--- src/lcd_drive_pkg.sv ---
// Constants and types shared by the segment display drive logic
package lcd_drive_pkg;
    // ********************************
    // Encodings and reset values
    // ********************************
    localparam logic [1:0] DUTY_QUARTER   = 2'h0;
    localparam logic [1:0] DUTY_SIXTH     = 2'h1;
    localparam logic [1:0] DUTY_EIGHTH    = 2'h2;
    localparam logic [2:0] COMMONS_QUARTER = 3'h4;
    localparam logic [2:0] COMMONS_SIXTH   = 3'h6;
    localparam logic [2:0] COMMONS_EIGHTH  = 3'h0;
    localparam int         SUB_CLOCK_DIV  = 8;
    localparam logic       ENABLE_RESET   = 1'h0;
    localparam int         LEVEL_WIDTH    = 3;
    // Drive levels, 0 is ground, TOP is the selected top level
    localparam logic [2:0] LVL_GND        = 3'h0;
    localparam logic [2:0] LVL_TOP        = 3'h4;
    localparam logic [2:0] LVL_LOW        = 3'h1;
    localparam logic [2:0] LVL_MID        = 3'h2;
    localparam logic [2:0] LVL_HIGH       = 3'h3;
    typedef enum logic [2:0]
    {
        DRIVE_FLOAT = 3'h1,
        DRIVE_LOW   = 3'h2,
        DRIVE_RUN   = 3'h4
    } drive_state_t;
endpackage

--- src/edge_sync.sv ---
// Three-stage input synchroniser with agreement of the last two stages
`timescale 1ns/1ns
module edge_sync
(
    input  wire logic sys_clk,
    input  wire logic rst_n,
    input  wire logic din,
    output logic      dout
);
    logic [2:0] stage;
    logic [2:0] next_stage;
    logic       next_dout;
    always_comb
    begin
        next_stage = {stage[1:0], din};
        next_dout  = (stage[2] == stage[1]) ? stage[1] : dout;
        if (!rst_n)
        begin
            next_stage = 3'h0;
            next_dout  = 1'h0;
        end
    end
    always_ff @(posedge sys_clk)
    begin
        stage <= next_stage;
        dout  <= next_dout;
    end
endmodule

--- src/lcd_drive_ctrl.sv ---
// Reset, frame sequencing and level selection of the segment display driver
`timescale 1ns/1ns
module lcd_drive_ctrl
    import lcd_drive_pkg::*;
#(
    parameter int COMMONS_MAX = 8,
    parameter int SEGMENTS    = 46
)
(
    input  wire logic                        sys_clk,
    input  wire logic                        rst_n,
    input  wire logic                        sub_clock,
    input  wire logic                        mcuReset,
    input  wire logic                        watchdogReset,
    input  wire logic                        deepSleep,
    input  wire logic                        displayEnableWrite,
    input  wire logic                        displayEnableData,
    input  wire logic [1:0]                  dutySelect,
    input  wire logic                        biasSelect,
    input  wire logic                        waveformSelect,
    input  wire logic [3:0]                  topLevelRatioSelect,
    input  wire logic [2:0]                  biasResistorSelect,
    input  wire logic [SEGMENTS*8-1:0]       segmentData,
    output logic                             displayEnable,
    output logic                             displayReset,
    output logic [3:0]                       topLevelRatio,
    output logic [2:0]                       ladderResistor,
    output logic                             ladderOn,
    output logic [COMMONS_MAX-1:0]           commonOe,
    output logic [COMMONS_MAX*3-1:0]         commonLevel,
    output logic [SEGMENTS-1:0]              segmentOe,
    output logic [SEGMENTS*3-1:0]            segmentLevel,
    output logic [2:0]                       activeCommon
);
    // ********************************
    // Sub-clock synchroniser
    // ********************************
    logic subSync;
    edge_sync subSyncInst
    (
        .sys_clk (sys_clk),
        .rst_n   (rst_n),
        .din     (sub_clock),
        .dout    (subSync)
    );

    // ********************************
    // Control state
    // ********************************
    drive_state_t state;
    drive_state_t next_state;
    logic         subPrev;
    logic [2:0]   divCount;
    logic [2:0]   slot;
    logic         phase;
    logic         frameOdd;
    logic         next_displayEnable;
    logic         next_subPrev;
    logic [2:0]   next_divCount;
    logic [2:0]   next_slot;
    logic         next_phase;
    logic         next_frameOdd;
    logic         tick;
    logic         realMcuReset;
    logic         holdReset;
    logic [2:0]   lastSlot;
    logic         next_displayReset;
    logic [3:0]   next_topLevelRatio;
    logic [2:0]   next_ladderResistor;
    logic         next_ladderOn;
    logic [2:0]   next_activeCommon;

    always_comb
    begin
        // Watchdog time-out during sleep leaves the display alone
        realMcuReset = mcuReset && !(watchdogReset && deepSleep);
        holdReset    = !displayEnable || deepSleep;
        case (dutySelect)
            DUTY_SIXTH:  lastSlot = COMMONS_SIXTH - 3'h1;
            DUTY_EIGHTH: lastSlot = COMMONS_EIGHTH - 3'h1;
            default:     lastSlot = COMMONS_QUARTER - 3'h1;
        endcase
        tick = subSync && !subPrev && (divCount == 3'(SUB_CLOCK_DIV - 1));
        next_subPrev       = subSync;
        next_divCount      = (subSync && !subPrev) ? divCount + 3'h1 : divCount;
        next_displayEnable = displayEnableWrite ? displayEnableData : displayEnable;
        next_slot          = slot;
        next_phase         = phase;
        next_frameOdd      = frameOdd;
        if (realMcuReset)
            next_state = DRIVE_FLOAT;
        else if (holdReset)
            next_state = DRIVE_LOW;
        else
            next_state = DRIVE_RUN;
        if (state != DRIVE_RUN)
        begin
            next_slot     = 3'h0;
            next_phase    = 1'h0;
            next_frameOdd = 1'h0;
        end
        else if (tick)
        begin
            // Type A flips polarity inside each slot, type B per frame
            if (!waveformSelect && !phase)
                next_phase = 1'h1;
            else
            begin
                next_phase = 1'h0;
                if (slot == lastSlot)
                begin
                    next_slot     = 3'h0;
                    next_frameOdd = !frameOdd;
                end
                else
                    next_slot = slot + 3'h1;
            end
        end
        next_displayReset   = (next_state != DRIVE_RUN);
        next_topLevelRatio  = topLevelRatioSelect;
        next_ladderResistor = biasResistorSelect;
        next_ladderOn       = (next_state == DRIVE_RUN);
        next_activeCommon   = next_slot;
        if (!rst_n)
        begin
            next_state          = DRIVE_LOW;
            next_subPrev        = 1'h0;
            next_divCount       = 3'h0;
            next_displayEnable  = ENABLE_RESET;
            next_slot           = 3'h0;
            next_phase          = 1'h0;
            next_frameOdd       = 1'h0;
            next_displayReset   = 1'h1;
            next_topLevelRatio  = 4'h0;
            next_ladderResistor = 3'h0;
            next_ladderOn       = 1'h0;
            next_activeCommon   = 3'h0;
        end
    end

    always_ff @(posedge sys_clk)
    begin
        state         <= next_state;
        subPrev       <= next_subPrev;
        divCount      <= next_divCount;
        displayEnable <= next_displayEnable;
        slot          <= next_slot;
        phase         <= next_phase;
        frameOdd      <= next_frameOdd;
        displayReset  <= next_displayReset;
        topLevelRatio <= next_topLevelRatio;
        ladderResistor <= next_ladderResistor;
        ladderOn      <= next_ladderOn;
        activeCommon  <= next_activeCommon;
    end

    // ********************************
    // Level generation
    // ********************************
    // Selected common swings rail to rail, unselected ones sit one step inside
    logic                     polarity;
    logic [2:0]               onHigh;
    logic [2:0]               offHigh;
    logic [2:0]               onLow;
    logic [2:0]               offLow;
    logic [2:0]               comSel;
    logic [2:0]               comUnsel;
    logic [COMMONS_MAX*3-1:0] next_commonLevel;
    logic [COMMONS_MAX-1:0]   next_commonOe;
    logic [SEGMENTS*3-1:0]    next_segmentLevel;
    logic [SEGMENTS-1:0]      next_segmentOe;

    always_comb
    begin
        // Polarity alternates each half so every pixel sees zero mean
        polarity = waveformSelect ? frameOdd : phase;
        // Unselected common near ground while selected is high keeps off pixels dark
        if (biasSelect)
        begin
            comSel   = polarity ? LVL_GND : LVL_TOP;
            comUnsel = polarity ? LVL_HIGH : LVL_LOW;
            onHigh   = polarity ? LVL_TOP : LVL_GND;
            offHigh  = LVL_MID;
        end
        else
        begin
            comSel   = polarity ? LVL_GND : LVL_TOP;
            comUnsel = polarity ? LVL_HIGH : LVL_LOW;
            onHigh   = polarity ? LVL_TOP : LVL_GND;
            offHigh  = polarity ? LVL_LOW : LVL_HIGH;
        end
        onLow  = onHigh;
        offLow = offHigh;
        for (int c = 0; c < COMMONS_MAX; c++)
        begin
            next_commonLevel[c*3 +: 3] = (3'(c) == slot) ? comSel : comUnsel;
            next_commonOe[c] = (state != DRIVE_FLOAT);
            if (state == DRIVE_LOW || ({1'h0, 3'(c)} > {1'h0, lastSlot}))
                next_commonLevel[c*3 +: 3] = LVL_GND;
        end
        for (int s = 0; s < SEGMENTS; s++)
        begin
            next_segmentLevel[s*3 +: 3] = segmentData[s*8 + 32'(slot)] ? onLow : offLow;
            next_segmentOe[s] = (state != DRIVE_FLOAT);
            if (state == DRIVE_LOW)
                next_segmentLevel[s*3 +: 3] = LVL_GND;
        end
        if (!rst_n)
        begin
            next_commonLevel  = '0;
            next_commonOe     = '0;
            next_segmentLevel = '0;
            next_segmentOe    = '0;
        end
    end

    always_ff @(posedge sys_clk)
    begin
        commonLevel    <= next_commonLevel;
        commonOe       <= next_commonOe;
        segmentLevel   <= next_segmentLevel;
        segmentOe      <= next_segmentOe;
    end
endmodule

--- config.mk ---
export PLATFORM = sky130hd
export DESIGN_NAME = lcd_drive_ctrl
export DESIGN_NICKNAME = d
export VERILOG_FILES = /design/src/lcd_drive_pkg.sv /design/src/edge_sync.sv /design/src/lcd_drive_ctrl.sv
export SDC_FILE = /design/constraint.sdc
export NUM_CORES = 1
export LEC_CHECK = 0
export BUFFER_PORTS_ARGS = -buffer_cell sky130_fd_sc_hd__buf_4
export CAP_MARGIN = 20
export CELL_PAD_IN_SITES_DETAIL_PLACEMENT = 2
export CELL_PAD_IN_SITES_GLOBAL_PLACEMENT = 2
export CORE_AREA = 2 2 242 244
export CTS_CLUSTER_DIAMETER = 50
export DETAILED_ROUTE_END_ITERATION = 8
export DIE_AREA = 0 0 244 246
export PLACE_DENSITY = 0.69
export SLEW_MARGIN = 20
export SYNTH_ARGS = -nofsm -noshare
export SYNTH_HDL_FRONTEND = slang
export SYNTH_SLANG_ARGS = --single-unit
--- constraint.sdc ---
create_clock -name sys_clk -period 5.3 [get_ports sys_clk]
set_clock_uncertainty 0.1 [all_clocks]
set_input_delay 1.59 -clock sys_clk [delete_from_list [all_inputs] [get_ports sys_clk]]
set_output_delay 1.59 -clock sys_clk [all_outputs]
set_load 0.1 [all_outputs]
# [Yosys cells after proc, flatten, opt, wreduce, memory -nomap -nowiden]
# Cells that the tools add are included.
[totals] ff_bits=190 latchBits=0 ram_bits=0 romBits=0 inputBits=387 out_inout_bits=229 wordCells=331 n_memories=0
[classes] addsub=47 n_mul=0 n_div=0 order_cmp=53 n_eq_ne=17 shift=0 n_mux=157 n_bitwise=2 reduce_logical=31
[ops] cell="$bmux W1 S9" count=45
[ops] cell="$mux W3" count=59
[ops] cell="$lt A9 B10 Y1 const B" count=16
[ops] cell="$add A8 B3 Y9 const A" count=16
[ops] cell="$add A9 B3 Y10 const A" count=14
[ops] cell="$lt A10 B10 Y1 const B" count=14
[ops] cell="$lt A8 B10 Y1 const B" count=8
[ops] cell="$add A7 B3 Y8 const A" count=8
[ops] cell="$mux W1" count=48
[ops] cell="$lt A7 B10 Y1 const B" count=4
[ops] cell="$add A6 B3 Y7 const A" count=4
[ops] cell="$lt A6 B10 Y1 const B" count=2
[ops] cell="$reduce_or A2 Y1" count=9
[ops] cell="$add A5 B3 Y6 const A" count=2
[ops] cell="$eq A3 B3 Y1 const A" count=4
[ops] cell="$gt A3 B3 Y1 const A" count=4
[ops] cell="$lt A3 B10 Y1 const B" count=1
[ops] cell="$lt A5 B10 Y1 const B" count=1
[ops] cell="$logic_or A1 B1 Y1" count=8
[ops] cell="$add A3 B1 Y3 const B" count=2
[ops] cell="$eq A2 B3 Y1 const A" count=2
[ops] cell="$eq A3 B3 Y1 const B" count=2
[ops] cell="$gt A2 B3 Y1 const A" count=2
[ops] cell="$logic_not A1 Y1" count=6
[ops] cell="other kinds (18)" count=26

# [Longest topological paths before layout]
# Gate-level depths: netlist (run 1).
[logic_depth] depth_word=5 ltp_mapped=9 mapped_depth_nobuf=6

# [By module]
# Synthesis (run 1) repeated with hierarchy kept, for this count alone.
[unflattened] cells_unflattened=831 area_unflattened_um2=8947.3
[modules_own_cells] mod="lcd_drive_ctrl" instances=1 cells_per_inst=821 area_per_inst_um2=8828.5 seq_area_each_um2=3683.5
[modules_own_cells] mod="edge_sync" instances=1 cells_per_inst=10 area_per_inst_um2=118.9 seq_area_each_um2=80.1

# [Worst setup path before layout (run 1)]
# OpenSTA, ideal clock, no wires.
[synth_timing] path_type="register to output" from="register segmentOe[0] (netlist name)" to="output port commonOe[1]" t_arrival_ns=2.291 required_ns=3.610 slack_ns=1.319 stages_incl_launch_ff=2 path_buffers=1 path_cell_list="dfxtp_1 > buf_4"
[synth_rtl] element="end: declaration" line="lcd_drive_ctrl.sv:29" source="output logic [COMMONS_MAX-1:0] commonOe,"

==> flow_summary.json, run 1 <==
{
  "status": "finished clean",
  "fmax_ghz": 0.285,
  "yosysTopAreaCell": "dfxtp_1",
  "layout.nets": 1766,
  "synthAdderAreaFrac_pct": 1.41,
  "drive_above_1_share_pct": 55.3,
  "peakVddDrop_v": 0.000216,
  "r2r_slack_ns": 2.28,
  "crit_chain": "buf_4",
  "synthesis.area_mm2": 0.00886,
  "grt_max_degree": 90,
  "power.density_mw_per_mm2": 261,
  "synth_mux_area_share_pct": 22.5,
  "synth-xor-area-share_pct": 0.395,
  "hold_viol_final": 0,
  "die_area_mm2": 0.0600,
  "critPathLaunch": "slot[0]$_SDFFE_PP0P_",
  "ys_seq_area_share_pct": 42.5,
  "r2r-start": "slot[0]$_SDFFE_PP0P_",
  "crit_family": "flip-flops",
  "drv_slew": 0,
  "path_buf_inv": 1,
  "holdCritPathClass": "register to register",
  "cts_buffers": 17,
  "cts-resized-gates": 0,
  "power.leakage_nw": 6.18,
  "overflow": 0,
  "cp.depth": 1,
  "fin_crit_sh_pct": 66.1,
  "postCtsSetupBuffers": 0,
  "fillCellCount": 6469,
  "period_needed_ns": 3.50,
  "grt_usage_pct": 14.1,
  "drt_iter0_markers": 258,
  "worst_setup_path_start_kind": "register",
  "antenna_found_initial": 1,
  "hold_buffers": 0,
  "vias": 8408,
  "cts_tree": "built",
  "synth_ff_type": "dfxtp_1",
  "yosysTopAreaCellShare_pct": 42.5,
  "yosys.area_share.simple_pct": 12.0,
  "maxCapViolCount": 0,
  "wl_um": 44600,
  "ys_warn_count": 0,
  "endpoint_kind": "primary output",
  "rsz0062_at_grt": "no",
  "die_y_um": 246,
  "wire_per_inst_um": 20.8,
  "fin_setup_tns_ns": 0,
  "hpwl_um": 36100,
  "reg2regPathDepth": 5,
  "max_slew_margin_pct": 31.2,
  "io_buffers": 615,
  "crit_type": "register to primary output",
  "antenna_left": 0,
  "syn_inst": 835,
  "cts_root_buf": "clkbuf_16",
  "endpoint": "activeCommon[0]",
  "syn-mean-instance-area_um2": 10.6,
  "grt_pass1_wl_um": 61400,
  "arrival_ns": 1.81,
  "die-width_um": 244,
  "area_growth_pct": 62.2,
  "clock_latency_ns": 0.47,
  "setup-violations-final": 0,
  "synth_area_leaders": "dfxtp_1 42%, mux2i_1 11%, a221oi_2 7.5%",
  "final_area_mm2": 0.0144,
  "whs_ns": 0.342,
  "synth-seq-cells": 188,
  "ys_async_sr_fraction_pct": 0,
  "grt_pass1_vias": 9163,
  "antenna_cells": 0,
  "slowest_delay_ns": 0.91,
  "synth_top_family_by_area": "multiplexers",
  "row_count": 88,
  "synth_edf_count": 0,
  "htree_num_levels": 4,
  "synth.distinct_cells": 40,
  "drc_errors": 0,
  "fp.coreArea_mm2": 0.0574,
  "post_dp_cell_area_mm2": 0.0138,
  "cp_data_required_time_ns": 3.61,
  "clock_sinks": 188,
  "dr.pass1.iters": 4,
  "pin_count": 616,
  "reg2reg_to": "segmentLevel[74]$_SDFF_PP0_",
  "synth_compound_area_share_pct": 11.8,
  "place.gp.congestion": 0.785,
  "clkTransAtPathRegs_ns": 0.07,
  "vias_per_cell": 3.92,
  "synth_nets": 1232,
  "slowest_stage": "dfxtp_4",
  "cts_max_path_buffers": 2,
  "worst_slew_pin_slew_ns": 1.03,
  "initial_core_util_pct": 15.4,
  "path_max_fanout": 52
}
[synthesized netlist by cell type (3+ instances only)]
| cell | count |
|---|---|
| nand3b_1 | 4 |
| dfxtp_1 | 188 |
| nand3_1 | 4 |
| buf_6 | 5 |
| mux2_1 | 40 |
| buf_4 | 70 |
| nor2b_1 | 53 |
| o22ai_1 | 46 |
| nor2_1 | 116 |
| nand2b_1 | 3 |
| nand2_1 | 11 |
| mux2i_1 | 96 |
| ha_1 | 10 |
| nor3_1 | 5 |
| buf_2 | 29 |
| inv_1 | 7 |
| xor2_1 | 3 |
| a21oi_1 | 5 |
| clkbuf_1 | 6 |
| mux2_2 | 52 |
| and2_1 | 15 |
| a221oi_2 | 44 |
[metal layers]
layer,up-vias,track usage [%],part of all wire (%)
met3,39,3.44,5.8
li1,3943,-,-
met4,0,4.84,2.2
met1,4115,14.7,37
met2,311,27.2,55
met5,-,0,0
[state kept, by name, summed over array words and instances (netlist names)]
register           flops
segmentLevel         138
commonLevel           24
topLevelRatio          4
divCount               3
ladderResistor         3
slot                   3
subSyncInst.stage      3
state                  2
displayEnable          1
displayReset           1
frameOdd               1
ladderOn               1
phase                  1
segmentOe              1
subPrev                1
subSyncInst.dout       1
[cells in the final DEF, fill, tap and decap left out, drive strengths merged]
cell type,instances
nand3b,4
nor2b,53
ha,10
nor3,5
or3b,1
nor2,117
nand2,12
nor3b,2
o211ai,1
clkinvlp,3
bufinv,3
dfxtp,188
a21oi,5
buf,628
inv,12
or2,2
mux2,92
clkbuf,19
nand3,5
nand2b,3
a21boi,1
mux2i,96
xor2,3
o22ai,46
and2,15
a221oi,44
o31a,1
o21ai,2
or3,1
nand4,1
a21o,2
xnor2,1
a22o,2
[cells by family after synthesis]
logic type	Yosys count
adder cells (fa/ha/maj)	10
AND/OR/NAND/NOR	221
flip-flops	188
multiplexers	188
AO/OA/AOI/OAI	104
buffers and inverters	120
XOR/XNOR	4
[power breakdown]
group / total (W) / switching [W] / internal [W]
clock network: 0.00136 / 0.000608 / 0.000756
registers: 0.00146 / 0.0000123 / 0.00145
logic: 0.000933 / 0.000606 / 0.000328
[cell type report]
| type | instances | area, um2 | share of cell area, % |
|---|---|---|---|
| timing repair buffer | 628 | 4730 | 32.9 |
| multi-input combinational | 527 | 4300 | 29.9 |
| clock inverter | 11 | 156 | 1.09 |
| tap | 765 | 957 | 6.66 |
| sequential | 188 | 3770 | 26.2 |
| clock buffer | 19 | 443 | 3.08 |
| inverter | 7 | 26.3 | 0.183 |
[worst min path at each step]
stage	from	to	slack, ns	cells after the start
3_5_place_dp	subSyncInst.stage[0]$_SDFF_PN0_	subSyncInst.stage[1]$_SDFF_PN0_	0.33	1
2_1_floorplan	subSyncInst.stage[0]$_SDFF_PN0_	subSyncInst.stage[1]$_SDFF_PN0_	0.31	1
6_report	subSyncInst.stage[0]$_SDFF_PN0_	subSyncInst.stage[1]$_SDFF_PN0_	0.34	1
5_1_grt	subSyncInst.stage[0]$_SDFF_PN0_	subSyncInst.stage[1]$_SDFF_PN0_	0.36	1
4_1_cts	subSyncInst.stage[0]$_SDFF_PN0_	subSyncInst.stage[1]$_SDFF_PN0_	0.35	1
3_3_place_gp	subSyncInst.stage[0]$_SDFF_PN0_	subSyncInst.stage[1]$_SDFF_PN0_	0.33	1
[per-stage QoR]
step / power [W] / setup WS (ns) / std cells / utilization (%)
global placement: 0.00242 / 1.62 / 2115 / 24.0
floorplan: 0.00209 / 1.32 / 835 / -
CTS: 0.00384 / 1.69 / 2145 / 25.1
global route: 0.00393 / 1.66 / 2145 / 25.1
detailed placement: 0.00244 / 1.58 / 2115 / 24.0
finish: 0.00376 / 1.80 / 2145 / 25.1
Power figures use the tool's default switching activity.
==> run 2: changes to the inputs <==
PLACE_DENSITY = 0.71   (was 0.69)
clock period = 3.12 ns   (was 5.3 ns; I/O delays follow)
==> run 2 against run 1 <==
Effect of this change: global-route usage increased by 0.56 points; routed wire length increased by 3.1%; non-clock buffer count increased by 21; clock power increased by 54%; first-iteration DRC count decreased by 24%; flip-flop and latch count unchanged; critical path type unchanged; critical endpoint is now segmentOe[19]; largest cell class unchanged.
==> flow_summary.json, run 2 (synthesis results as in run 1) <==
{
  "hold_viol_final": 0,
  "endpoint_kind": "primary output",
  "cts_buffers": 17,
  "cts_root_buf": "clkbuf_16",
  "clkTransAtPathRegs_ns": 0.08,
  "hpwl_um": 37200,
  "power.leakage_nw": 6.30,
  "crit_chain": "buf_4",
  "pre_cts_ws_ns": 0.588,
  "antenna_found_initial": 3,
  "htree_num_levels": 4,
  "wl_um": 45900,
  "die_y_um": 246,
  "intPower_w": 0.00408,
  "period_needed_ns": 2.85,
  "reg2reg_to": "segmentLevel[74]$_SDFF_PP0_",
  "postCtsSetupBuffers": 0,
  "maxCapViolCount": 0,
  "r2r_slack_ns": 0.62,
  "arrival_ns": 1.81,
  "fin_ws_ns": 0.275,
  "antenna_left": 0,
  "placedCellCount": 2136,
  "crit_family": "flip-flops",
  "largest_register": "segmentLevel",
  "largest_reg_flops": 138,
  "grt_max_degree": 55,
  "vias_per_cell": 3.94,
  "initial_core_util_pct": 15.4,
  "cts_max_path_buffers": 2,
  "power.share.combinational_pct": 25.7,
  "total_power_w": 0.00616,
  "cts-resized-gates": 0,
  "cp_data_required_time_ns": 2.08,
  "fp.coreArea_mm2": 0.0574,
  "layout_common_cells": "642 x buf_4, 186 x dfxtp_1, 116 x nor2_1, 96 x mux2i_1",
  "drc_errors": 0,
  "cp.depth": 1,
  "r2r-start": "slot[1]$_SDFFE_PP0P_",
  "clock_latency_ns": 0.48,
  "reg2regPathDepth": 5,
  "peakVddDrop_v": 0.000404,
  "fin_crit_sh_pct": 91.2,
  "clkPwrFrac_pct": 33.9,
  "die-width_um": 244,
  "overflow": 0,
  "dr.pass1.iters": 4,
  "fillCellCount": 6469,
  "grt_usage_pct": 14.6,
  "fin_setup_tns_ns": 0,
  "worst_setup_path_start_kind": "register",
  "grt_pass1_vias": 9406,
  "slowest_stage": "dfxtp_2",
  "reg.largest.list": "segmentLevel (138), commonLevel (24), topLevelRatio (4)",
  "hold_buffers": 0,
  "path_max_fanout": 54,
  "path_buf_inv": 1,
  "cts_tree": "built",
  "area_growth_pct": 64.3,
  "layout.nets": 1787,
  "place.gp.congestion": 0.847,
  "fin_cells": 2169,
  "drive_above_1_share_pct": 56.1,
  "endpoint": "segmentOe[19]",
  "grt_pass1_wl_um": 63700,
  "p_switching_w": 0.00208,
  "rsz0062_at_grt": "no",
  "setup-violations-final": 0,
  "die_area_mm2": 0.0600,
  "power_frac_seq_pct": 40.4,
  "drt_iter0_markers": 197,
  "fmax_ghz": 0.351,
  "drv_slew": 0,
  "layout_commonest_cell": "buf_4",
  "switching_share_pct": 33.8,
  "clock_sinks": 188,
  "io_buffers": 615,
  "power.density_mw_per_mm2": 423,
  "max_slew_margin_pct": 31.3,
  "vias": 8551,
  "crit_type": "register to primary output",
  "wire_per_inst_um": 21.2,
  "critPathLaunch": "segmentOe[0]$_SDFF_PN0_",
  "worst_slew_pin_slew_ns": 1.03,
  "row_count": 88,
  "pin_count": 616,
  "whs_ns": 0.347,
  "status": "finished clean",
  "slowest_delay_ns": 0.89,
  "holdCritPathClass": "register to register"
}
[run 2: metal layers]
metal	track usage (%)	up-vias	routed length, um
li1	-	3987	-
met1	15.3	4185	17000
met2	27.4	321	24700
met3	4.22	54	2930
met4	5.69	4	1250
met5	0	-	26
[run 2: worst min-delay path by stage]
stage | start | end | slack, ns | cells past startpoint
4_1_cts | subSyncInst.stage[0]$_SDFF_PN0_ | subSyncInst.stage[1]$_SDFF_PN0_ | 0.35 | 1
6_report | subSyncInst.stage[0]$_SDFF_PN0_ | subSyncInst.stage[1]$_SDFF_PN0_ | 0.35 | 1
2_1_floorplan | subSyncInst.stage[0]$_SDFF_PN0_ | subSyncInst.stage[1]$_SDFF_PN0_ | 0.31 | 1
3_5_place_dp | subSyncInst.stage[0]$_SDFF_PN0_ | subSyncInst.stage[1]$_SDFF_PN0_ | 0.33 | 1
5_1_grt | subSyncInst.stage[0]$_SDFF_PN0_ | subSyncInst.stage[1]$_SDFF_PN0_ | 0.38 | 1
3_3_place_gp | subSyncInst.stage[0]$_SDFF_PN0_ | subSyncInst.stage[1]$_SDFF_PN0_ | 0.33 | 1
[run 2: through the flow]
stage	util [%]	instance area, um2
3_3_place_gp	24.4	14000
2_1_floorplan	-	8860
3_5_place_dp	24.4	14000
4_1_cts	25.4	14600
6_report	25.4	14600
5_1_grt	25.4	14600
[run 2: area by class of cell]
class / instances / area [um2] / share of cell area [%]
clock buffers: 20 / 457 / 3.14
diodes: 2 / 5.00 / 0.0344
flip-flops and latches: 188 / 3770 / 25.9
repair buffers: 649 / 4960 / 34.1
well taps: 765 / 957 / 6.58
clock inverters: 11 / 83.8 / 0.576
inverters: 7 / 26.3 / 0.181
multi-input cells: 527 / 4300 / 29.5
[run 2: power groups by stage]
stage                     clock [W]  combinational [W]  sequential (W)
after floorplan                   0           0.000601         0.00295
after global placement            0            0.00158         0.00254
after detailed placement          0            0.00160         0.00255
after CTS                   0.00221            0.00160         0.00249
after global routing        0.00231            0.00165         0.00250
final                       0.00209            0.00158         0.00249
